===== config.mk =====
export PLATFORM = sky130hd
export DESIGN_NAME = flash_status_protect_banking
export DESIGN_NICKNAME = d
export VERILOG_FILES = /design/src/flash_prot_pkg.sv /design/src/flash_status_protect_banking.sv
export SDC_FILE = /design/constraint.sdc
export NUM_CORES = 1
export LEC_CHECK = 0
export CORE_MARGIN = 5
export CORE_UTILIZATION = 30
export DETAILED_ROUTE_END_ITERATION = 6
export DONT_BUFFER_PORTS = 1
export PLACE_DENSITY = 0.44
export SYNTH_ARGS = -nofsm -noshare
export SYNTH_HDL_FRONTEND = slang
export SYNTH_SLANG_ARGS = --single-unit

===== constraint.sdc =====
create_clock -name clk -period 5.8 [get_ports clk]
set_input_delay 1.16 -clock clk [delete_from_list [all_inputs] [get_ports clk]]
set_output_delay 1.16 -clock clk [all_outputs]
set_load 0.02 [all_outputs]

===== src/flash_prot_pkg.sv =====
// constants, command codes and states for the status-register and protection block
// assumes one 125 MHz clock domain; nonvolatile bits are modelled as reset-loaded flops
package flash_prot_pkg;
   localparam int SR_BUSY_BIT = 0;
   localparam int SR_WEL_BIT = 1;
   localparam int SR_BP_LO = 2;
   localparam int SR_TB_BIT = 5;
   localparam int SR_BP_HI = 6;
   localparam int SR_STATUS_WRITE_DISABLE_BIT = 7;
   localparam int FSR_READY_BIT = 7;
   localparam logic STATUS_WRITE_DISABLE_RESET = 1'b0;
   localparam logic TB_RESET = 1'b0;
   localparam logic [3:0] BP_RESET = 4'h0;
   localparam logic WEL_RESET = 1'b0;
   localparam logic BUSY_RESET = 1'b0;
   localparam int ADDR_W = 25;
   localparam int BLK128_LSB = 17;
   localparam int SEC64_LSB = 16;
   localparam int SUB32_LSB = 15;
   localparam int SUB4_LSB = 12;
   localparam int BANK_LSB_256 = 23;
   localparam int BANK_LSB_128 = 22;
   localparam logic [8:0] BLOCKS_256 = 9'h100;
   localparam logic [8:0] BLOCKS_128 = 9'h080;
   localparam logic [3:0] BP_ALL_CODE = 4'h9;
   localparam logic [15:0] SFDP_PARAM_ID = 16'hFF00;
   localparam logic [7:0] SFDP_TABLE_PTR = 8'h30;
   localparam logic [7:0] SFDP_TABLE_DWORDS = 8'h02;
   localparam logic [31:0] SFDP_DENSITY_256 = 32'h0FFFFFFF;
   localparam logic [31:0] SFDP_DENSITY_128 = 32'h07FFFFFF;
   localparam int WRSR_CYCLES_DEF = 16;
   localparam int NVCFG_CYCLES_DEF = 16;
   localparam int PROG_CYCLES_DEF = 32;
   localparam int ERASE_CYCLES_DEF = 64;

   typedef enum logic [3:0] {
      CMD_READ_STATUS = 4'h0,
      CMD_WRITE_STATUS = 4'h1,
      CMD_WRITE_ENABLE = 4'h2,
      CMD_WRITE_DISABLE = 4'h3,
      CMD_PROGRAM = 4'h4,
      CMD_ERASE_SECTOR = 4'h5,
      CMD_ERASE_SUB32 = 4'h6,
      CMD_ERASE_SUB4 = 4'h7,
      CMD_ERASE_CHIP = 4'h8,
      CMD_WRITE_NVCFG = 4'h9,
      CMD_READ_FLAG = 4'hA
   } cmd_t;

   typedef enum logic [0:0] {
      ST_IDLE = 1'b0,
      ST_BUSY = 1'b1
   } state_t;
endpackage


===== src/flash_status_protect_banking.sv =====
// status register, write protection, bank/sector mapping and parameter table of a serial flash
// assumes the command decoder hands over whole commands on cmd_valid/cmd_ready and that the
// array engine acts on op_start; wp_n is a pin and is synchronised here
// Functional notes
// - 128KB sectors: four banks of 64 or 32 consecutive sectors per density.
// - 64KB sectors: four banks of 128 or 64 consecutive sectors per density.
// - 64KB sector holds two 32KB subsectors, each holding eight 4KB subsectors, linear.
// - parameter table carries the standard header with identifier FF00h and basic table.
// - read-status returns the register, write-status updates it.
// - disable bit set with protect pin low blocks every status write.
// - only raising the protect pin or a reset leaves hardware protection; no command does.
// - status write disable bit is nonvolatile, defaults to 0 (writes enabled).
// - top/bottom bit 5 picks protected area end; 0 top by default.
// - block protect bits 6 and 4:2 define area refused to program/erase.
// - write enable latch is volatile and clear after power-up.
// - write, program and erase run only while write enable latch is set.
// - busy bit 0 is 1 during status, config write, program or erase.
// - busy bit always reads as inverse of flag status bit 7.
// - chip erase runs only when all block protect bits are zero.
// - code n protects 2^(n-1) 128KB blocks; 9 and above protect all.
`timescale 1ns/1ns
module flash_status_protect_banking #(
   parameter bit DENSITY_256 = 1'b1,
   parameter bit SECTOR_64K = 1'b0,
   parameter int WRSR_CYCLES = flash_prot_pkg::WRSR_CYCLES_DEF,
   parameter int NVCFG_CYCLES = flash_prot_pkg::NVCFG_CYCLES_DEF,
   parameter int PROG_CYCLES = flash_prot_pkg::PROG_CYCLES_DEF,
   parameter int ERASE_CYCLES = flash_prot_pkg::ERASE_CYCLES_DEF
) (
   input wire logic clk,
   input wire logic rst_n,
   input wire logic clk_en,
   input wire logic wp_n,
   input wire logic cmd_valid,
   output logic cmd_ready,
   input wire flash_prot_pkg::cmd_t cmd_op,
   input wire logic [flash_prot_pkg::ADDR_W-1:0] cmd_addr,
   input wire logic [7:0] cmd_wdata,
   output logic [7:0] status_rdata,
   output logic [7:0] flag_rdata,
   output logic rdata_valid,
   output logic op_start,
   output flash_prot_pkg::cmd_t op_kind,
   output logic [flash_prot_pkg::ADDR_W-1:0] op_addr,
   output logic op_refused,
   output logic [1:0] bank_sel,
   output logic [8:0] sector_idx,
   output logic [9:0] sub32_idx,
   output logic [12:0] sub4_idx,
   output logic busy,
   input wire logic [7:0] sfdp_addr,
   output logic [7:0] sfdp_data
);
   import flash_prot_pkg::*;

   if (WRSR_CYCLES < 1 || NVCFG_CYCLES < 1 || PROG_CYCLES < 1 || ERASE_CYCLES < 1 ||
       WRSR_CYCLES > 65535 || NVCFG_CYCLES > 65535 || PROG_CYCLES > 65535 || ERASE_CYCLES > 65535) begin : g_chk
      $error("busy cycle counts must lie in 1..65535");
   end

   logic wp_meta_reg;
   logic wp_sync_reg;
   logic status_write_disable_reg, status_write_disable_next;
   logic tb_reg, tb_next;
   logic [3:0] bp_reg, bp_next;
   logic wel_reg, wel_next;
   state_t state_reg, state_next;
   logic [15:0] cnt_reg, cnt_next;
   logic [7:0] status_rdata_next, flag_rdata_next, sfdp_data_next;
   logic rdata_valid_next, op_start_next, op_refused_next;
   cmd_t op_kind_next;
   logic [ADDR_W-1:0] op_addr_next;
   logic [1:0] bank_sel_next;
   logic [8:0] sector_idx_next;
   logic [9:0] sub32_idx_next;
   logic [12:0] sub4_idx_next;
   logic [ADDR_W-1:0] addr_m;
   logic [7:0] status_now;
   logic take, hw_locked, is_array_op, prot_hit;
   logic [31:0] density_word;

   // protected block test, 128KB granularity in both sector modes
   function automatic logic blk_protected(input logic [3:0] code, input logic tb,
                                          input logic [7:0] blk, input logic [8:0] total);
      logic [8:0] count;
      logic [8:0] blk9;
      count = 9'h000;
      blk9 = {1'b0, blk};
      if (code == 4'h0) begin
         count = 9'h000;
      end else if (code >= BP_ALL_CODE) begin
         count = total;
      end else begin
         count = 9'h001 << (code - 4'h1);
      end
      if (count > total) begin
         count = total;
      end
      if (tb) begin
         blk_protected = blk9 < count;
      end else begin
         blk_protected = blk9 >= (total - count);
      end
   endfunction

   // two flops before the protect pin is looked at
   always_ff @(posedge clk or negedge rst_n) begin
      if (!rst_n) begin
         wp_meta_reg <= 1'b1;
         wp_sync_reg <= 1'b1;
      end else if (clk_en) begin
         wp_meta_reg <= wp_n;
         wp_sync_reg <= wp_meta_reg;
      end
   end

   always_comb begin
      // 128Mb part has no address bit 24
      addr_m = cmd_addr;
      if (!DENSITY_256) begin
         addr_m[ADDR_W-1] = 1'b0;
      end
      busy = (state_reg == ST_BUSY);
      status_now = 8'h00;
      status_now[SR_STATUS_WRITE_DISABLE_BIT] = status_write_disable_reg;
      status_now[SR_BP_HI] = bp_reg[3];
      status_now[SR_TB_BIT] = tb_reg;
      status_now[SR_BP_LO+2:SR_BP_LO] = bp_reg[2:0];
      status_now[SR_WEL_BIT] = wel_reg;
      status_now[SR_BUSY_BIT] = busy;
      // status reads stay open while busy so the host can poll
      cmd_ready = !busy || cmd_op == CMD_READ_STATUS || cmd_op == CMD_READ_FLAG;
      take = cmd_valid && cmd_ready;
      hw_locked = status_write_disable_reg && !wp_sync_reg;
      is_array_op = cmd_op == CMD_PROGRAM || cmd_op == CMD_ERASE_SECTOR ||
                    cmd_op == CMD_ERASE_SUB32 || cmd_op == CMD_ERASE_SUB4;
      prot_hit = blk_protected(bp_reg, tb_reg, addr_m[ADDR_W-1:BLK128_LSB],
                               DENSITY_256 ? BLOCKS_256 : BLOCKS_128);
      status_write_disable_next = status_write_disable_reg;
      tb_next = tb_reg;
      bp_next = bp_reg;
      wel_next = wel_reg;
      state_next = state_reg;
      cnt_next = cnt_reg;
      status_rdata_next = status_rdata;
      flag_rdata_next = flag_rdata;
      rdata_valid_next = 1'b0;
      op_start_next = 1'b0;
      op_refused_next = 1'b0;
      op_kind_next = op_kind;
      op_addr_next = op_addr;
      bank_sel_next = bank_sel;
      sector_idx_next = sector_idx;
      sub32_idx_next = sub32_idx;
      sub4_idx_next = sub4_idx;
      if (state_reg == ST_BUSY) begin
         if (cnt_reg <= 16'h0001) begin
            state_next = ST_IDLE;
            cnt_next = 16'h0000;
         end else begin
            cnt_next = cnt_reg - 16'h0001;
         end
      end
      if (take) begin
         case (cmd_op)
            CMD_READ_STATUS, CMD_READ_FLAG: begin
               status_rdata_next = status_now;
               flag_rdata_next = 8'h00;
               flag_rdata_next[FSR_READY_BIT] = !busy;
               rdata_valid_next = 1'b1;
            end
            CMD_WRITE_ENABLE: begin
               wel_next = 1'b1;
            end
            CMD_WRITE_DISABLE: begin
               wel_next = 1'b0;
            end
            CMD_WRITE_STATUS: begin
               if (wel_reg && !hw_locked) begin
                  status_write_disable_next = cmd_wdata[SR_STATUS_WRITE_DISABLE_BIT];
                  tb_next = cmd_wdata[SR_TB_BIT];
                  bp_next = {cmd_wdata[SR_BP_HI], cmd_wdata[SR_BP_LO+2:SR_BP_LO]};
                  wel_next = 1'b0;
                  state_next = ST_BUSY;
                  cnt_next = 16'(WRSR_CYCLES);
               end else begin
                  op_refused_next = 1'b1;
               end
            end
            CMD_WRITE_NVCFG: begin
               if (wel_reg) begin
                  wel_next = 1'b0;
                  op_start_next = 1'b1;
                  op_kind_next = cmd_op;
                  state_next = ST_BUSY;
                  cnt_next = 16'(NVCFG_CYCLES);
               end else begin
                  op_refused_next = 1'b1;
               end
            end
            CMD_ERASE_CHIP: begin
               if (wel_reg && bp_reg == 4'h0) begin
                  wel_next = 1'b0;
                  op_start_next = 1'b1;
                  op_kind_next = cmd_op;
                  op_addr_next = '0;
                  state_next = ST_BUSY;
                  cnt_next = 16'(ERASE_CYCLES);
               end else begin
                  // a protected attempt still drops the latch, busy never rises
                  wel_next = 1'b0;
                  op_refused_next = 1'b1;
               end
            end
            default: begin
               if (is_array_op && wel_reg && !prot_hit) begin
                  wel_next = 1'b0;
                  op_start_next = 1'b1;
                  op_kind_next = cmd_op;
                  op_addr_next = addr_m;
                  bank_sel_next = DENSITY_256 ? addr_m[BANK_LSB_256+1:BANK_LSB_256]
                                              : addr_m[BANK_LSB_128+1:BANK_LSB_128];
                  sector_idx_next = SECTOR_64K ? addr_m[ADDR_W-1:SEC64_LSB]
                                               : {1'b0, addr_m[ADDR_W-1:BLK128_LSB]};
                  sub32_idx_next = addr_m[ADDR_W-1:SUB32_LSB];
                  sub4_idx_next = addr_m[ADDR_W-1:SUB4_LSB];
                  state_next = ST_BUSY;
                  cnt_next = (cmd_op == CMD_PROGRAM) ? 16'(PROG_CYCLES) : 16'(ERASE_CYCLES);
               end else if (is_array_op) begin
                  wel_next = prot_hit ? 1'b0 : wel_reg;
                  op_refused_next = 1'b1;
               end
            end
         endcase
      end
   end

   // parameter table: signature, one header, two-dword basic table
   always_comb begin
      density_word = DENSITY_256 ? SFDP_DENSITY_256 : SFDP_DENSITY_128;
      sfdp_data_next = 8'hFF;
      case (sfdp_addr)
         8'h00: sfdp_data_next = 8'h53;
         8'h01: sfdp_data_next = 8'h46;
         8'h02: sfdp_data_next = 8'h44;
         8'h03: sfdp_data_next = 8'h50;
         8'h04: sfdp_data_next = 8'h00;
         8'h05: sfdp_data_next = 8'h01;
         8'h06: sfdp_data_next = 8'h00;
         8'h07: sfdp_data_next = 8'hFF;
         8'h08: sfdp_data_next = SFDP_PARAM_ID[7:0];
         8'h09: sfdp_data_next = 8'h00;
         8'h0A: sfdp_data_next = 8'h01;
         8'h0B: sfdp_data_next = SFDP_TABLE_DWORDS;
         8'h0C: sfdp_data_next = SFDP_TABLE_PTR;
         8'h0D: sfdp_data_next = 8'h00;
         8'h0E: sfdp_data_next = 8'h00;
         8'h0F: sfdp_data_next = SFDP_PARAM_ID[15:8];
         8'h30: sfdp_data_next = 8'hE5;
         8'h31: sfdp_data_next = 8'h20;
         8'h32: sfdp_data_next = 8'hFB;
         8'h33: sfdp_data_next = 8'hFF;
         8'h34: sfdp_data_next = density_word[7:0];
         8'h35: sfdp_data_next = density_word[15:8];
         8'h36: sfdp_data_next = density_word[23:16];
         8'h37: sfdp_data_next = density_word[31:24];
         default: sfdp_data_next = 8'hFF;
      endcase
   end

   always_ff @(posedge clk or negedge rst_n) begin
      if (!rst_n) begin
         status_write_disable_reg <= STATUS_WRITE_DISABLE_RESET;
         tb_reg <= TB_RESET;
         bp_reg <= BP_RESET;
         wel_reg <= WEL_RESET;
         state_reg <= ST_IDLE;
         cnt_reg <= 16'h0000;
         status_rdata <= 8'h00;
         flag_rdata <= 8'h00;
         rdata_valid <= 1'b0;
         op_start <= 1'b0;
         op_refused <= 1'b0;
         op_kind <= CMD_READ_STATUS;
         op_addr <= '0;
         bank_sel <= 2'h0;
         sector_idx <= 9'h000;
         sub32_idx <= 10'h000;
         sub4_idx <= 13'h0000;
         sfdp_data <= 8'hFF;
      end else if (clk_en) begin
         status_write_disable_reg <= status_write_disable_next;
         tb_reg <= tb_next;
         bp_reg <= bp_next;
         wel_reg <= wel_next;
         state_reg <= state_next;
         cnt_reg <= cnt_next;
         status_rdata <= status_rdata_next;
         flag_rdata <= flag_rdata_next;
         rdata_valid <= rdata_valid_next;
         op_start <= op_start_next;
         op_refused <= op_refused_next;
         op_kind <= op_kind_next;
         op_addr <= op_addr_next;
         bank_sel <= bank_sel_next;
         sector_idx <= sector_idx_next;
         sub32_idx <= sub32_idx_next;
         sub4_idx <= sub4_idx_next;
         sfdp_data <= sfdp_data_next;
      end
   end
endmodule


# Word-level counts from Yosys, hierarchy flattened
# Memory sizes are Yosys's and may differ from the RTL's.
# Index checks and enable logic that the tools add are counted.
[op_classes] n_addsub=3 magnitude_cmp=5 n_eq_ne=13 shifts=1 mux=48 n_bitwise=4 n_reduce_logical=34
[op_table] operator="16-bit 2-to-1 mux" count=7
[op_table] operator="16-bit one-hot mux with 4 select lines" count=1
[op_table] operator="25-bit 2-to-1 mux" count=2
[op_table] operator="25-bit one-hot mux with 2 select lines" count=1
[op_table] operator="9-bit 2-to-1 mux" count=3
[op_table] operator="1-bit 2-to-1 mux" count=24
[op_table] operator="4-bit by 3-bit equality test with 1-bit output, second input constant" count=4
[op_table] operator="16-bit by 1-bit <= comparator with 1-bit output, second input constant" count=1
[op_table] operator="16-bit by 1-bit subtractor with 16-bit output, second input constant" count=1
[op_table] operator="4-bit equality test, second input constant" count=3
[op_table] operator="4-bit 2-to-1 mux" count=3
[op_table] operator="1-bit one-hot mux with 4 select lines" count=3
[op_table] operator="4-bit one-hot mux with 3 select lines" count=1
[op_table] operator="6-bit AND reduction" count=2
[op_table] operator="5-bit nonzero test" count=2
[op_table] operator="8-bit by 9-bit >= comparator with 1-bit output" count=1
[op_table] operator="9-bit > comparator, second input constant" count=1
[op_table] operator="8-bit by 9-bit < comparator with 1-bit output" count=1
[op_table] operator="1-bit by 4-bit left shift with 9-bit output, first input constant" count=1
[op_table] operator="9-bit subtractor, first input constant" count=1
[op_table] operator="4-bit by 2-bit equality test with 1-bit output, second input constant" count=2
[op_table] operator="4-bit logical NOT" count=2
[op_table] operator="8-bit 2-to-1 mux" count=1
[op_table] operator="4-bit AND reduction" count=2
[op_table] operator="other kinds (21)" count=38
[totals] register_bits=108 rom_bits=512 in_bits=50 out_inout_bits=92 elab_cells=129 mem_count=1
[memory_table] name="(no name shown)" words=64 width=8 read_ports=1 rd_ports_with_merged_regs=0 write_ports=0 line="flash_status_protect_banking.sv:242" source="case (sfdp_addr)"

# Depth between registers and ports, before layout
# Gate-level depths: netlist of the first run.
[logic_depth] word_depth=14 mapped_depth=18 depth_no_buf=15

# Worst setup path after synthesis of the first run
# No wires, ideal clock.
[synth_path] path_kind="flip-flop to flip-flop" start="register bp_reg[1]" end="register bank_sel[0]" setup_time_ns=0.125 arrival_time_ns=3.201 t_required_ns=5.675 slack_ns=2.474 stages_incl_launch_ff=17 n_path_buf=2 synth_period_minus_slack_ns=3.326 cell_sequence="dfrtp_1 -> clkbuf_1 -> inv_1 -> nor2_1 -> nand2_1 -> ha_1 -> o21ai_0 -> o21ai_0 -> ha_1 -> a2111o_1 -> a31oi_1 -> o21ai_0 -> o2111ai_1 -> nand2_1 -> nor2_1 -> buf_2 -> mux2_2"
[synth_via] elab_chain_cells=12 elab_cells_between_ends=15 cone_classes="2 x add/sub; 4 x order compare; 1 x shift; 4 x mux; 4 x reduce/logical"
[synth_lines] item="start, declared" line="flash_status_protect_banking.sv:65" source="logic [3:0] bp_reg, bp_next;"
[synth_lines] item="start signal, assigned" line="flash_status_protect_banking.sv:294" source="bp_reg <= bp_next;"
[synth_lines] item="4-bit by 1-bit subtractor with 4-bit output" line="flash_status_protect_banking.sv:94" source="count = 9'h001 << (code - 4'h1);"
[synth_lines] item="1-bit by 4-bit left shift with 9-bit output" line="flash_status_protect_banking.sv:94"
[synth_lines] item="9-bit 2-to-1 mux" line="flash_status_protect_banking.sv:91" source="end else if (code >= BP_ALL_CODE) begin"
[synth_lines] item="9-bit 2-to-1 mux (*)" line="flash_status_protect_banking.sv:89" source="if (code == 4'h0) begin"
[synth_lines] item="9-bit > comparator" line="flash_status_protect_banking.sv:96" source="if (count > total) begin"
[synth_lines] item="9-bit 2-to-1 mux (*)" line="flash_status_protect_banking.sv:96"
[synth_lines] item="9-bit subtractor" line="flash_status_protect_banking.sv:102" source="blk_protected = blk9 >= (total - count);"
[synth_lines] item="8-bit by 9-bit >= comparator with 1-bit output" line="flash_status_protect_banking.sv:102"
[synth_lines] item="1-bit 2-to-1 mux (*)" line="flash_status_protect_banking.sv:99" source="if (tb) begin"
[synth_lines] item="1-bit logical NOT (*)" line="flash_status_protect_banking.sv:216" source="if (is_array_op && wel_reg && !prot_hit) begin"
[synth_lines] item="1-bit logical AND (*)" line="flash_status_protect_banking.sv:216"
[synth_lines] item="4-bit AND reduction (no source line) (*)"
[synth_lines] item="end signal, assigned" line="flash_status_protect_banking.sv:305" source="bank_sel <= bank_sel_next;"
[synth_lines] item="end, declared" line="flash_status_protect_banking.sv:46" source="output logic [1:0] bank_sel,"
# Every way passes the cells marked *; elsewhere a longest branch is shown, timed or not.
# A chain may end at the register's enable or synchronous reset.

# Worst setup path in the final report of the first run
[layout_path] start="register bp_reg[1]" end="register sub32_idx[0]"
[layout_via] elab_chain_cells=12 elab_cells_between_ends=15 cone_classes="2 x add/sub; 4 x order compare; 1 x shift; 4 x mux; 4 x reduce/logical"
[layout_lines] item="4-bit by 1-bit subtractor with 4-bit output" line="flash_status_protect_banking.sv:94"
[layout_lines] item="1-bit by 4-bit left shift with 9-bit output" line="flash_status_protect_banking.sv:94"
[layout_lines] item="9-bit 2-to-1 mux" line="flash_status_protect_banking.sv:91"
[layout_lines] item="9-bit 2-to-1 mux (*)" line="flash_status_protect_banking.sv:89"
[layout_lines] item="9-bit > comparator" line="flash_status_protect_banking.sv:96"
[layout_lines] item="9-bit 2-to-1 mux (*)" line="flash_status_protect_banking.sv:96"
[layout_lines] item="9-bit subtractor" line="flash_status_protect_banking.sv:102"
[layout_lines] item="8-bit by 9-bit >= comparator with 1-bit output" line="flash_status_protect_banking.sv:102"
[layout_lines] item="1-bit 2-to-1 mux (*)" line="flash_status_protect_banking.sv:99"
[layout_lines] item="1-bit logical NOT (*)" line="flash_status_protect_banking.sv:216"
[layout_lines] item="1-bit logical AND (*)" line="flash_status_protect_banking.sv:216"
[layout_lines] item="4-bit AND reduction (no source line) (*)"
[layout_lines] item="end signal, assigned" line="flash_status_protect_banking.sv:307" source="sub32_idx <= sub32_idx_next;"
[layout_lines] item="end, declared" line="flash_status_protect_banking.sv:48" source="output logic [9:0] sub32_idx,"
# Marked as above.

==> summary by stage, run 1 <==
Yosys
The gate count after technology mapping is slightly above 500. The cell taking the most area after synthesis is sky130_fd_sc_hd__dfrtp_1. The area share of xor/xnor cells in the synthesized design is less than 1%. The share of the synthesized area in compound gates (AO/OA/AOI/OAI) is a little under a fifth. The share of synthesized area in the top cell type comes to between 30% and 40%. Summing the areas of all and, or, nand and nor instances in the mapped netlist gives ~16% of the synthesized area. The dominant register cell in the synthesized netlist is sky130_fd_sc_hd__dfrtp_1. The proportion of synthesized flip-flops having asynchronous set or reset is between 90% and 100%. Each instance of the synthesized netlist takes up on average 9.67 um^2. The proportion of synthesized area in mux cells is roughly 7.4%. Of the total synthesized cell area, the portion taken by full adders, half adders and majority gates is around 5.8%. For this run, the register share of the synthesized area comes to 44.4%. The synthesized area is 4990 um^2. The combinational family with the most area after synthesis is compound AO/OA/AOI/OAI gates.

After synthesis, the cell types taking the most area are sky130_fd_sc_hd__dfrtp_1, sky130_fd_sc_hd__ha_1, sky130_fd_sc_hd__dfstp_2. The Yosys step of the flow raised 0 warnings. After synthesis the netlist holds a flip-flop and latch count of 88. The synthesized netlist contains 67 unique library cells.

The number of enable flip-flop cells after synthesis is 0.

Clock network
The root buffer cell is sky130_fd_sc_hd__clkbuf_16. The largest buffer count on any clock path is 2. The number of hold buffers added after CTS was 0. Clock-pin slew was measured on the worst setup and hold paths at roughly 0.070 ns. The H-tree depth is 3. The number of setup buffers added after CTS is 0.

The number of clock buffers added by TritonCTS is 9. TritonCTS built the clock tree. The quantity of gates resized following cts is 0.

Clock latency on the worst-skew pair, taken at its later pin, is about 0.34 ns. Counting every sink on the clock net gives slightly below 90.

Worst setup path
The largest single stage delay on the critical path is about 0.54 ns. The largest fanout on the critical path is 17. STA puts the critical path data arrival time at around 4.2 ns.

The start-to-end type of the worst setup path is reg -> reg. Walking the worst path, the cells encountered are inv_1 > nor2_1 > nand2_1 > ha_1 > o21ai_0 > o21ai_0 > ha_1 > a2111o_1 > a31oi_1 > o21ai_0 > o2111ai_1 > nand2_1 > nor2_2 > buf_4 > mux2_2. The sort of element at the start of the critical path is a register. The worst setup path is captured at a register. The cell occurring most often along the worst timing path is sky130_fd_sc_hd__o21ai_0.

The required time of the worst setup path is 6.02 ns. The worst reg2reg path depth is 15. The critical path's slowest cell is sky130_fd_sc_hd__dfrtp_1.

Route
After detailed routing, the average wire length per cell comes to between 15 and 20 um. Summing over every cut layer, the via total after detailed routing is between 3,000 and 4,000. Dividing the detail-routed via count by the number of cells gives about 5.1. For this run, design rule violations remaining after detail routing come to 0. The count of nets left with antenna violations once routing finished came out at 0.

The total iterations of the first detailed-routing run is 4. The overall routed net length is ~12 mm. The number of DRC markers after the initial detailed-route iteration is between 100 and 150.

Pwr
The power density relative to cell area is about 390 nW/um^2. The worst supply voltage drop on vdd is around 0.14 mV. The leakage power summed over all cells is 2.38 nW. After layout, the design draws a total of 2.07 mW.

GRT
The fraction of met3 tracks used by global routing is slightly above 6%. In this run the most used layer during global routing was met2. For this run, global-route usage on met1 was measured as roughly 14%. The pin count of the biggest net entering global routing is 89.

Global routing used 19.9% of the available met2 tracks. Across every metal layer, demand over resource in global routing totals about 12%. Global routing finished with a remaining overflow of 0.

The number of global-route vias before repair is roughly 3,600. The first global-routing pass estimated a little under 20 mm of wire. The initial antenna violation count is 0.

Timing
The count of final hold-check violations came to 0. Adding up every negative setup slack in the final design gives 0 ns. The post-route clock skew is ~0.0085 ns.

The final count of pins violating max slew is 0. Setup repair after global routing left no endpoint under its margin. The final worst-path cycle share is 68.0%.

For the pin with the worst max-slew slack, the measured transition is 0.824 ns. Measured against its own limit, the worst slew margin works out to between 40% and 50%. For this run, the top clock speed supported by timing is roughly 250 MHz.

Setup violations remaining at the end of the flow were counted as 0. For the finished layout, the period the worst path requires is ~4 ns.

Layout
The number of flip-flops under the largest register name is 25. In the final layout, the share of cells above drive strength 1 is approximately 15%. The leading cell type in the layout, fill and taps excluded is sky130_fd_sc_hd__dfrtp_1. Fill cells in the final layout number 1,723.

In the layout the commonest cells are sky130_fd_sc_hd__dfrtp_1, sky130_fd_sc_hd__nand2_1, sky130_fd_sc_hd__o21ai_0, sky130_fd_sc_hd__nor2_1. The layout overhead on the synthesized area is 5.22%. The net total in the final layout is around 550. The utilization after layout is 31.9%.

Die
The area of the die is approximately 19,000 um^2. For this configuration, the core starts out at a cell density of 30.3%. The number of I/O pins is 142.

The area of the core region is approximately 16,000 um^2. The die span in y is ~140 um. The floorplan has 47 rows. The die width is 139 um.

Place
Buffers placed on the I/O ports in this run total 0. Routability-driven placement finished with a final weighted congestion of a little over 0.8. Summed over all nets, the half-perimeter wirelength after detailed placement is approximately 8.8 mm.

Min path
The path type of the worst min-delay path is reg -> reg. The worst hold path depth is 1.

Status
The flow ran to the end, and the final reports show no timing, DRC or antenna violations.

Run
Across the run, the number of max-cap violations was 0.
==> synthesized netlist by cell type, drive strengths merged, types with 3 or more instances <==
cell type	number
a21o	13
a21oi	21
a22o	10
a31oi	3
buf	37
clkbuf	18
dfrtp	78
dfstp	10
ha	23
inv	21
mux2	28
nand2	70
nand2b	5
nand3	13
nand3b	4
nor2	29
nor2b	3
nor3	12
nor4	5
o2111ai	3
o211ai	4
o21a	4
o21ai	52
o2bb2ai	3
o31ai	4
or2	3
or3	6
==> area by class of cell <==
| type | count | area (um^2) | area share [%] |
|---|---|---|---|
| Clock inverter | 4 | 30.0 | 0.572 |
| Multi-Input combinational cell | 359 | 2390 | 45.5 |
| Antenna cell | 1 | 2.50 | 0.0477 |
| Sequential cell | 88 | 2210 | 42.2 |
| Inverter | 21 | 78.8 | 1.50 |
| Timing Repair Buffer | 2 | 15.0 | 0.286 |
| Clock buffer | 11 | 243 | 4.63 |
| Tap cell | 220 | 275 | 5.25 |
==> logic make-up (layout without fill, tap and decap cells) <==
| logic type | after synthesis | in the layout |
|---|---|---|
| AND/OR/NAND/NOR | 161 | 161 |
| buffers and inverters | 76 | 38 |
| AO/OA/AOI/OAI | 134 | 134 |
| XOR/XNOR | 3 | 3 |
| multiplexers | 30 | 30 |
| adder cells (fa/ha/maj) | 23 | 23 |
| other | 1 | 9 |
| flip-flops | 88 | 88 |
==> critical path, delay by kind of cell, from the launching register on <==
| family | cells | cell delay (ns) |
|---|---|---|
| buffers and inverters | 2 | 0.47 |
| multiplexers | 1 | 0.36 |
| flip-flops | 1 | 0.54 |
| AND/OR/NAND/NOR | 4 | 0.91 |
| AO/OA/AOI/OAI | 6 | 1.04 |
| adder cells (fa/ha/maj) | 2 | 0.51 |
==> path summary, 6_finish.rpt <==
check / start / end / slack, ns
worst max-delay path: bp_reg[1] / sub32_idx[0] / 1.85
worst min-delay path: cnt_reg[13] / cnt_reg[13] / 0.48
worst max register to register: bp_reg[1] / sub32_idx[0] / 1.85
worst min register to register: cnt_reg[13] / cnt_reg[13] / 0.48
max in group asynchronous: rst_n / sfdp_data[0] / 5.07
min in group asynchronous: rst_n / op_addr[4] / 0.51
==> stage by stage <==
step                      cell area, um^2  hold slack [ns]  setup slack (ns)  cells
after floorplan                      5010            0.451              2.47    523
after global placement               4970            0.467              1.87    690
after detailed placement             4970            0.468              1.78    690
after CTS                            5250            0.484              1.77    705
after global routing                 5250            0.486              1.50    705
final                                5250            0.481              1.85    706
==> metal layers <==
metal	vias to the layer above	wire length, um
met5	-	0
met3	10	1190
li1	1724	-
met2	101	5740
met4	0	134
met1	1759	5010
==> power breakdown <==
group          internal [mW]  switching (mW)  total, mW  leakage, nW
registers              0.776           0.388       1.16         1.12
clock network          0.301           0.244      0.546        0.132
logic                  0.177           0.186      0.362         1.12
total                   1.25           0.818       2.07         2.38
Power figures use the tool's default switching activity.
==> inputs of run 2 (changes only) <==
--- a/config.mk
+++ b/config.mk
@@ -5,11 +5,12 @@
 export SDC_FILE = /design/constraint.sdc
 export NUM_CORES = 1
 export LEC_CHECK = 0
+export ABC_AREA = 1
 export CORE_MARGIN = 5
 export CORE_UTILIZATION = 30
 export DETAILED_ROUTE_END_ITERATION = 6
 export DONT_BUFFER_PORTS = 1
-export PLACE_DENSITY = 0.44
+export PLACE_DENSITY = 0.45
 export SYNTH_ARGS = -nofsm -noshare
 export SYNTH_HDL_FRONTEND = slang
 export SYNTH_SLANG_ARGS = --single-unit
==> constraint.sdc (replaced) <==
create_clock -name clk -period 3.57 [get_ports clk]
set_input_delay 0.714 -clock clk [delete_from_list [all_inputs] [get_ports clk]]
set_output_delay 0.714 -clock clk [all_outputs]
set_load 0.02 [all_outputs]
==> run 2 against run 1 <==
  * Wire length rose by 4.5%
  * Non-clock buffer count rose by 6
  * Sequential power rose by 65%
  * Critical path type unchanged
==> summary by stage, run 2 <==
Layout
The share of post-route cells with drive strength above 1 is 14.6% (about the same). The antenna diode count came to 0 (was 1). The area taken by flip-flops and latches came to 2210 um^2 (unchanged). The filler cell count is 1,835 (was 1,723). The leading cell type in the layout, fill and taps excluded is sky130_fd_sc_hd__nand2_1 (was sky130_fd_sc_hd__dfrtp_1). The number of flip-flops under the largest register name came to 25 (unchanged). The layout overhead on the synthesized area came to 7.36% (was 5.22%). The area of combinational cells with multiple inputs came to 2460 um^2 (was 2390 um^2). Leading cell types in the layout, fill and taps excluded: sky130_fd_sc_hd__nand2_1, sky130_fd_sc_hd__dfrtp_1, sky130_fd_sc_hd__nor2_1, sky130_fd_sc_hd__inv_1, sky130_fd_sc_hd__o21ai_2 (was sky130_fd_sc_hd__dfrtp_1, sky130_fd_sc_hd__nand2_1, sky130_fd_sc_hd__o21ai_0, sky130_fd_sc_hd__nor2_1).

The final standard cell count with taps included and fillers excluded is 864 (was 706). The net total in the final layout is 707 (was 554). The final standard cell area without fillers is 5610 um^2 (was 5250 um^2).

GRT
The pin count of the biggest net entering global routing was 89 (unchanged). The global routing usage summed across all routing layers is 12.7% (was 12.2%). The most used routing layer in global routing was met2 (unchanged).

The met2 track demand over resource in global routing is 20.7% (was 19.9%). The number of global-route vias before repair is 3,981 (was 3,571). The met1 capacity usage during global routing came to 15.7% (was 14.3%). The initial antenna violation count is 0 (unchanged).

The fraction of met3 tracks used by global routing is 4.25% (was 6.07%). The aggregate global routing overflow came to 0 (unchanged). The wire length of the first global-routing pass came to 20.4 mm (was 19.2 mm).

Route
The number of DRC markers after the initial detailed-route iteration is 154 (was 145). The detailed-route via count is 3,994 (was 3,594). The DRC violation count after routing was 0 (unchanged). The post-detailed-route wirelength per cell is 14.6 um (was 17.1 um).

The average vias per placed instance was 4.62 (was 5.09). The final antenna-violating net count came to 0 (unchanged). The total iterations of the first detailed-routing run is 4 (unchanged). The overall routed net length was 12.6 mm (was 12.1 mm).

Die
The die span in y came to 142 um (was 139 um). The area of the core region is 17,200 um^2 (was 16,500 um^2). The number of core rows is 48 (was 47).

The area of the die is 20,100 um^2 (was 19,300 um^2). The effective utilization at floorplan is 30.4% (was 30.3%). The number of I/O pins came to 142 (unchanged). The die width is 142 um (was 139 um).

Pwr
The worst supply voltage drop on vdd is 0.301 mV (was 0.141 mV). The leakage power summed over all cells is 2.78 nW (was 2.38 nW). The power density relative to cell area is 659 nW/um^2 (was 395 nW/um^2).

Yosys
The proportion of synthesized flip-flops having asynchronous set or reset is 100% (unchanged). The yosys synthesis warning count came to 0 (unchanged). The gate count after technology mapping is 652 (was 516). The average cell area after synthesis came to 8.01 um^2 (was 9.67 um^2). The cell taking the most area after synthesis is sky130_fd_sc_hd__dfrtp_1 (unchanged). Area contributors post-synth: sky130_fd_sc_hd__dfrtp_1, sky130_fd_sc_hd__nand2_1, sky130_fd_sc_hd__ha_1 (was sky130_fd_sc_hd__dfrtp_1, sky130_fd_sc_hd__ha_1, sky130_fd_sc_hd__dfstp_2). The count of unique library cells instantiated by Yosys was 39 (was 67). The most frequent cell after synthesis is sky130_fd_sc_hd__nand2_1 (was sky130_fd_sc_hd__dfrtp_1). Top cells by instance count after synthesis: sky130_fd_sc_hd__nand2_1, sky130_fd_sc_hd__dfrtp_1, sky130_fd_sc_hd__nor2_1 (was sky130_fd_sc_hd__dfrtp_1, sky130_fd_sc_hd__nand2_1, sky130_fd_sc_hd__o21ai_0).

The dominant register cell in the synthesized netlist is sky130_fd_sc_hd__dfrtp_1 (unchanged). The synthesized area is 5220 um^2 (was 4990 um^2). The proportion of netlist area held by the largest area contributor was 37.4% (was 39.1%). The number of enable flip-flop cells after synthesis is 0 (unchanged).

The sequential element share of the synthesized area was 42.4% (was 44.4%). The number of storage elements in the synthesis netlist is 88 (unchanged).

Worst setup path
The capture point of the worst reg-to-reg path is cnt_reg[7] (was sub32_idx[0]). The delay of the slowest cell on the worst path is 0.45 ns (was 0.54 ns). The cell occurring most often along the worst timing path is sky130_fd_sc_hd__nand2_1 (was sky130_fd_sc_hd__o21ai_0). The required time of the worst setup path came to 3.80 ns (was 6.02 ns).

The worst reg2reg path depth is 22 (was 15). The sort of element at the start of the critical path was a register (unchanged). The type of destination of the critical path is a register (unchanged).

Series of cell instances along the critical path: inv_1 > buf_4 > nand3_1 > ha_2 > nand2_1 > mux2i_1 > ha_1 > nand2_1 > inv_1 > nand2_1 > nand3_1 > nand2_1 > nand2_1 > nand2_1 > nand2_1 > nand3_2 > nand3_4 > nand2_4 > nand2_4 > nand2_1 > buf_4 > o21ai_0 (was inv_1 > nor2_1 > nand2_1 > ha_1 > o21ai_0 > o21ai_0 > ha_1 > a2111o_1 > a31oi_1 > o21ai_0 > o2111ai_1 > nand2_1 > nor2_2 > buf_4 > mux2_2). The critical path's slowest cell is sky130_fd_sc_hd__dfrtp_1 (unchanged). The register-to-register path setup slack is 0.37 ns (was 1.85 ns). The endpoint arrival time on the critical path was 3.44 ns (was 4.17 ns). The start point of the critical path is bp_reg[0] (was bp_reg[1]).

The beginning of the worst register-to-register path was bp_reg[0] (was bp_reg[1]). The largest fanout on the critical path is 8 (was 17). The start-to-end type of the worst setup path was reg -> reg (unchanged).

Clock network
The H-tree depth is 3 (unchanged). The number of clock sinks seen by CTS is 88 (unchanged). The clock-pin slew on the worst setup and hold paths is 0.07 ns (about the same). The number of CTS-inserted buffers came to 9 (unchanged). The insertion delay of the later-clocked pin in the worst-skew pair is 0.35 ns (was 0.34 ns). The root buffer cell is sky130_fd_sc_hd__clkbuf_16 (unchanged). The TritonCTS clock tree is yes (unchanged). The largest buffer count on any clock path is 2 (unchanged).

Place
The final estimated routing congestion in global placement was 0.871 (was 0.815). The setup slack at placement is 0.147 ns (was 1.78 ns). The post-placement cell area is 5280 um^2 (was 4970 um^2). The final HPWL from detailed placement is 9.45 mm (was 8.81 mm). The number of buffers inserted by port buffering was 0 (unchanged).

The instance count after placement with tap cells included was 848 (was 690).

Status
Outcome: finished clean (unchanged).

Timing
The final worst setup slack is 0.367 ns (was 1.85 ns). The post-route clock skew is 0.00869 ns (was 0.00846 ns). The final setup violation count is 0 (unchanged). The final-layout setup total negative slack came to 0 ns (unchanged). Setup repair after global routing missed its margin: false (unchanged). The final count of pins violating max slew came to 0 (unchanged).

The count of final hold-check violations is 0 (unchanged). The headroom to the max-slew limit is 48.6% (was 44.9%). The post-layout minimum cycle time is 3.20 ns (was 3.95 ns). The final worst-path cycle share is 89.7% (was 68.0%).

The slew at the pin closest to its max-slew limit came to 0.772 ns (was 0.824 ns). The highest attainable clock frequency is 312 MHz (was 253 MHz).

Run
The number of maximum-capacitance constraint violations is 0 (unchanged).

Min path
The path type of the worst min-delay path was in -> async (was reg -> reg).
==> run 2: changes by cell type after synthesis, moves of 23 or more <==
cell / change
sky130_fd_sc_hd__inv_1: +45
sky130_fd_sc_hd__mux2_2: -23
sky130_fd_sc_hd__nand2_1: +122
sky130_fd_sc_hd__nor2_1: +37
sky130_fd_sc_hd__o21ai_0: -23
sky130_fd_sc_hd__o21ai_2: +28
==> run 2: routing by layer <==
| layer | vias to the layer above | share of wire (%) |
|---|---|---|
| met2 | 110 | 47 |
| met3 | 18 | 7.7 |
| met1 | 1861 | 44 |
| li1 | 2005 | - |
| met5 | - | 0 |
| met4 | 0 | 1.6 |
==> run 2: report_power, final <==
part / internal, mW / leakage (nW) / switching (mW)
registers: 1.27 / 1.11 / 0.641
logic: 0.327 / 1.52 / 0.440
clock network: 0.586 / 0.157 / 0.429
total: 2.19 / 2.78 / 1.51
==> run 2: worst max-delay path by stage <==
stage                              to  cells past startpoint
final                      cnt_reg[7]                     22
after global routing       cnt_reg[7]                     22
after CTS                 op_addr[12]                     23
after detailed placement   cnt_reg[7]                     23
after global placement    bank_sel[1]                     23
after floorplan            op_addr[0]                     23
==> run 2: critical path, delay by kind of cell, from the launching register on <==
family                     cells  cell delay, ns
DFF                            1            0.45
buffers and inverters          4            0.54
and+or+nand+nor               14            1.21
muxes                          1            0.22
adders and majority gates      2            0.54
AOI/OAI and AO/OA              1            0.09
==> run 2: repair_timing <==
action / 4_1_cts / 5_1_grt
gates resized for setup: 0 / 4
hold buffers: 0 / 0
setup buffers: 0 / 0
setup endpoints to repair: 0 / 53
==> run 2: area by class of cell <==
cell class,instances,area share [%]
repair buffers,8,1.29
clock inverters,5,1.09
inverters,70,4.71
clock buffers,11,4.51
multi-input cells,457,43.9
well taps,225,5.02
flip-flops and latches,88,39.5
==> run 2: cell families after synthesis <==
logic type | synth area share (%)
simple gates | 26.6
buf+inv | 11.3
compound gates | 11.4
flops | 42.4
fa+ha+maj | 5.51
xor+xnor | 2.52
other cells | 0.0718
mux | 0.192
==> run 2: per-stage QoR <==
stage,util [%],hold WS [ns],power [mW]
2_1_floorplan,-,0.418,2.64
3_3_place_gp,30.7,0.421,2.70
3_5_place_dp,30.7,0.421,2.72
4_1_cts,32.5,0.0347,3.75
5_1_grt,32.6,0.0306,3.96
6_report,32.6,0.0483,3.70
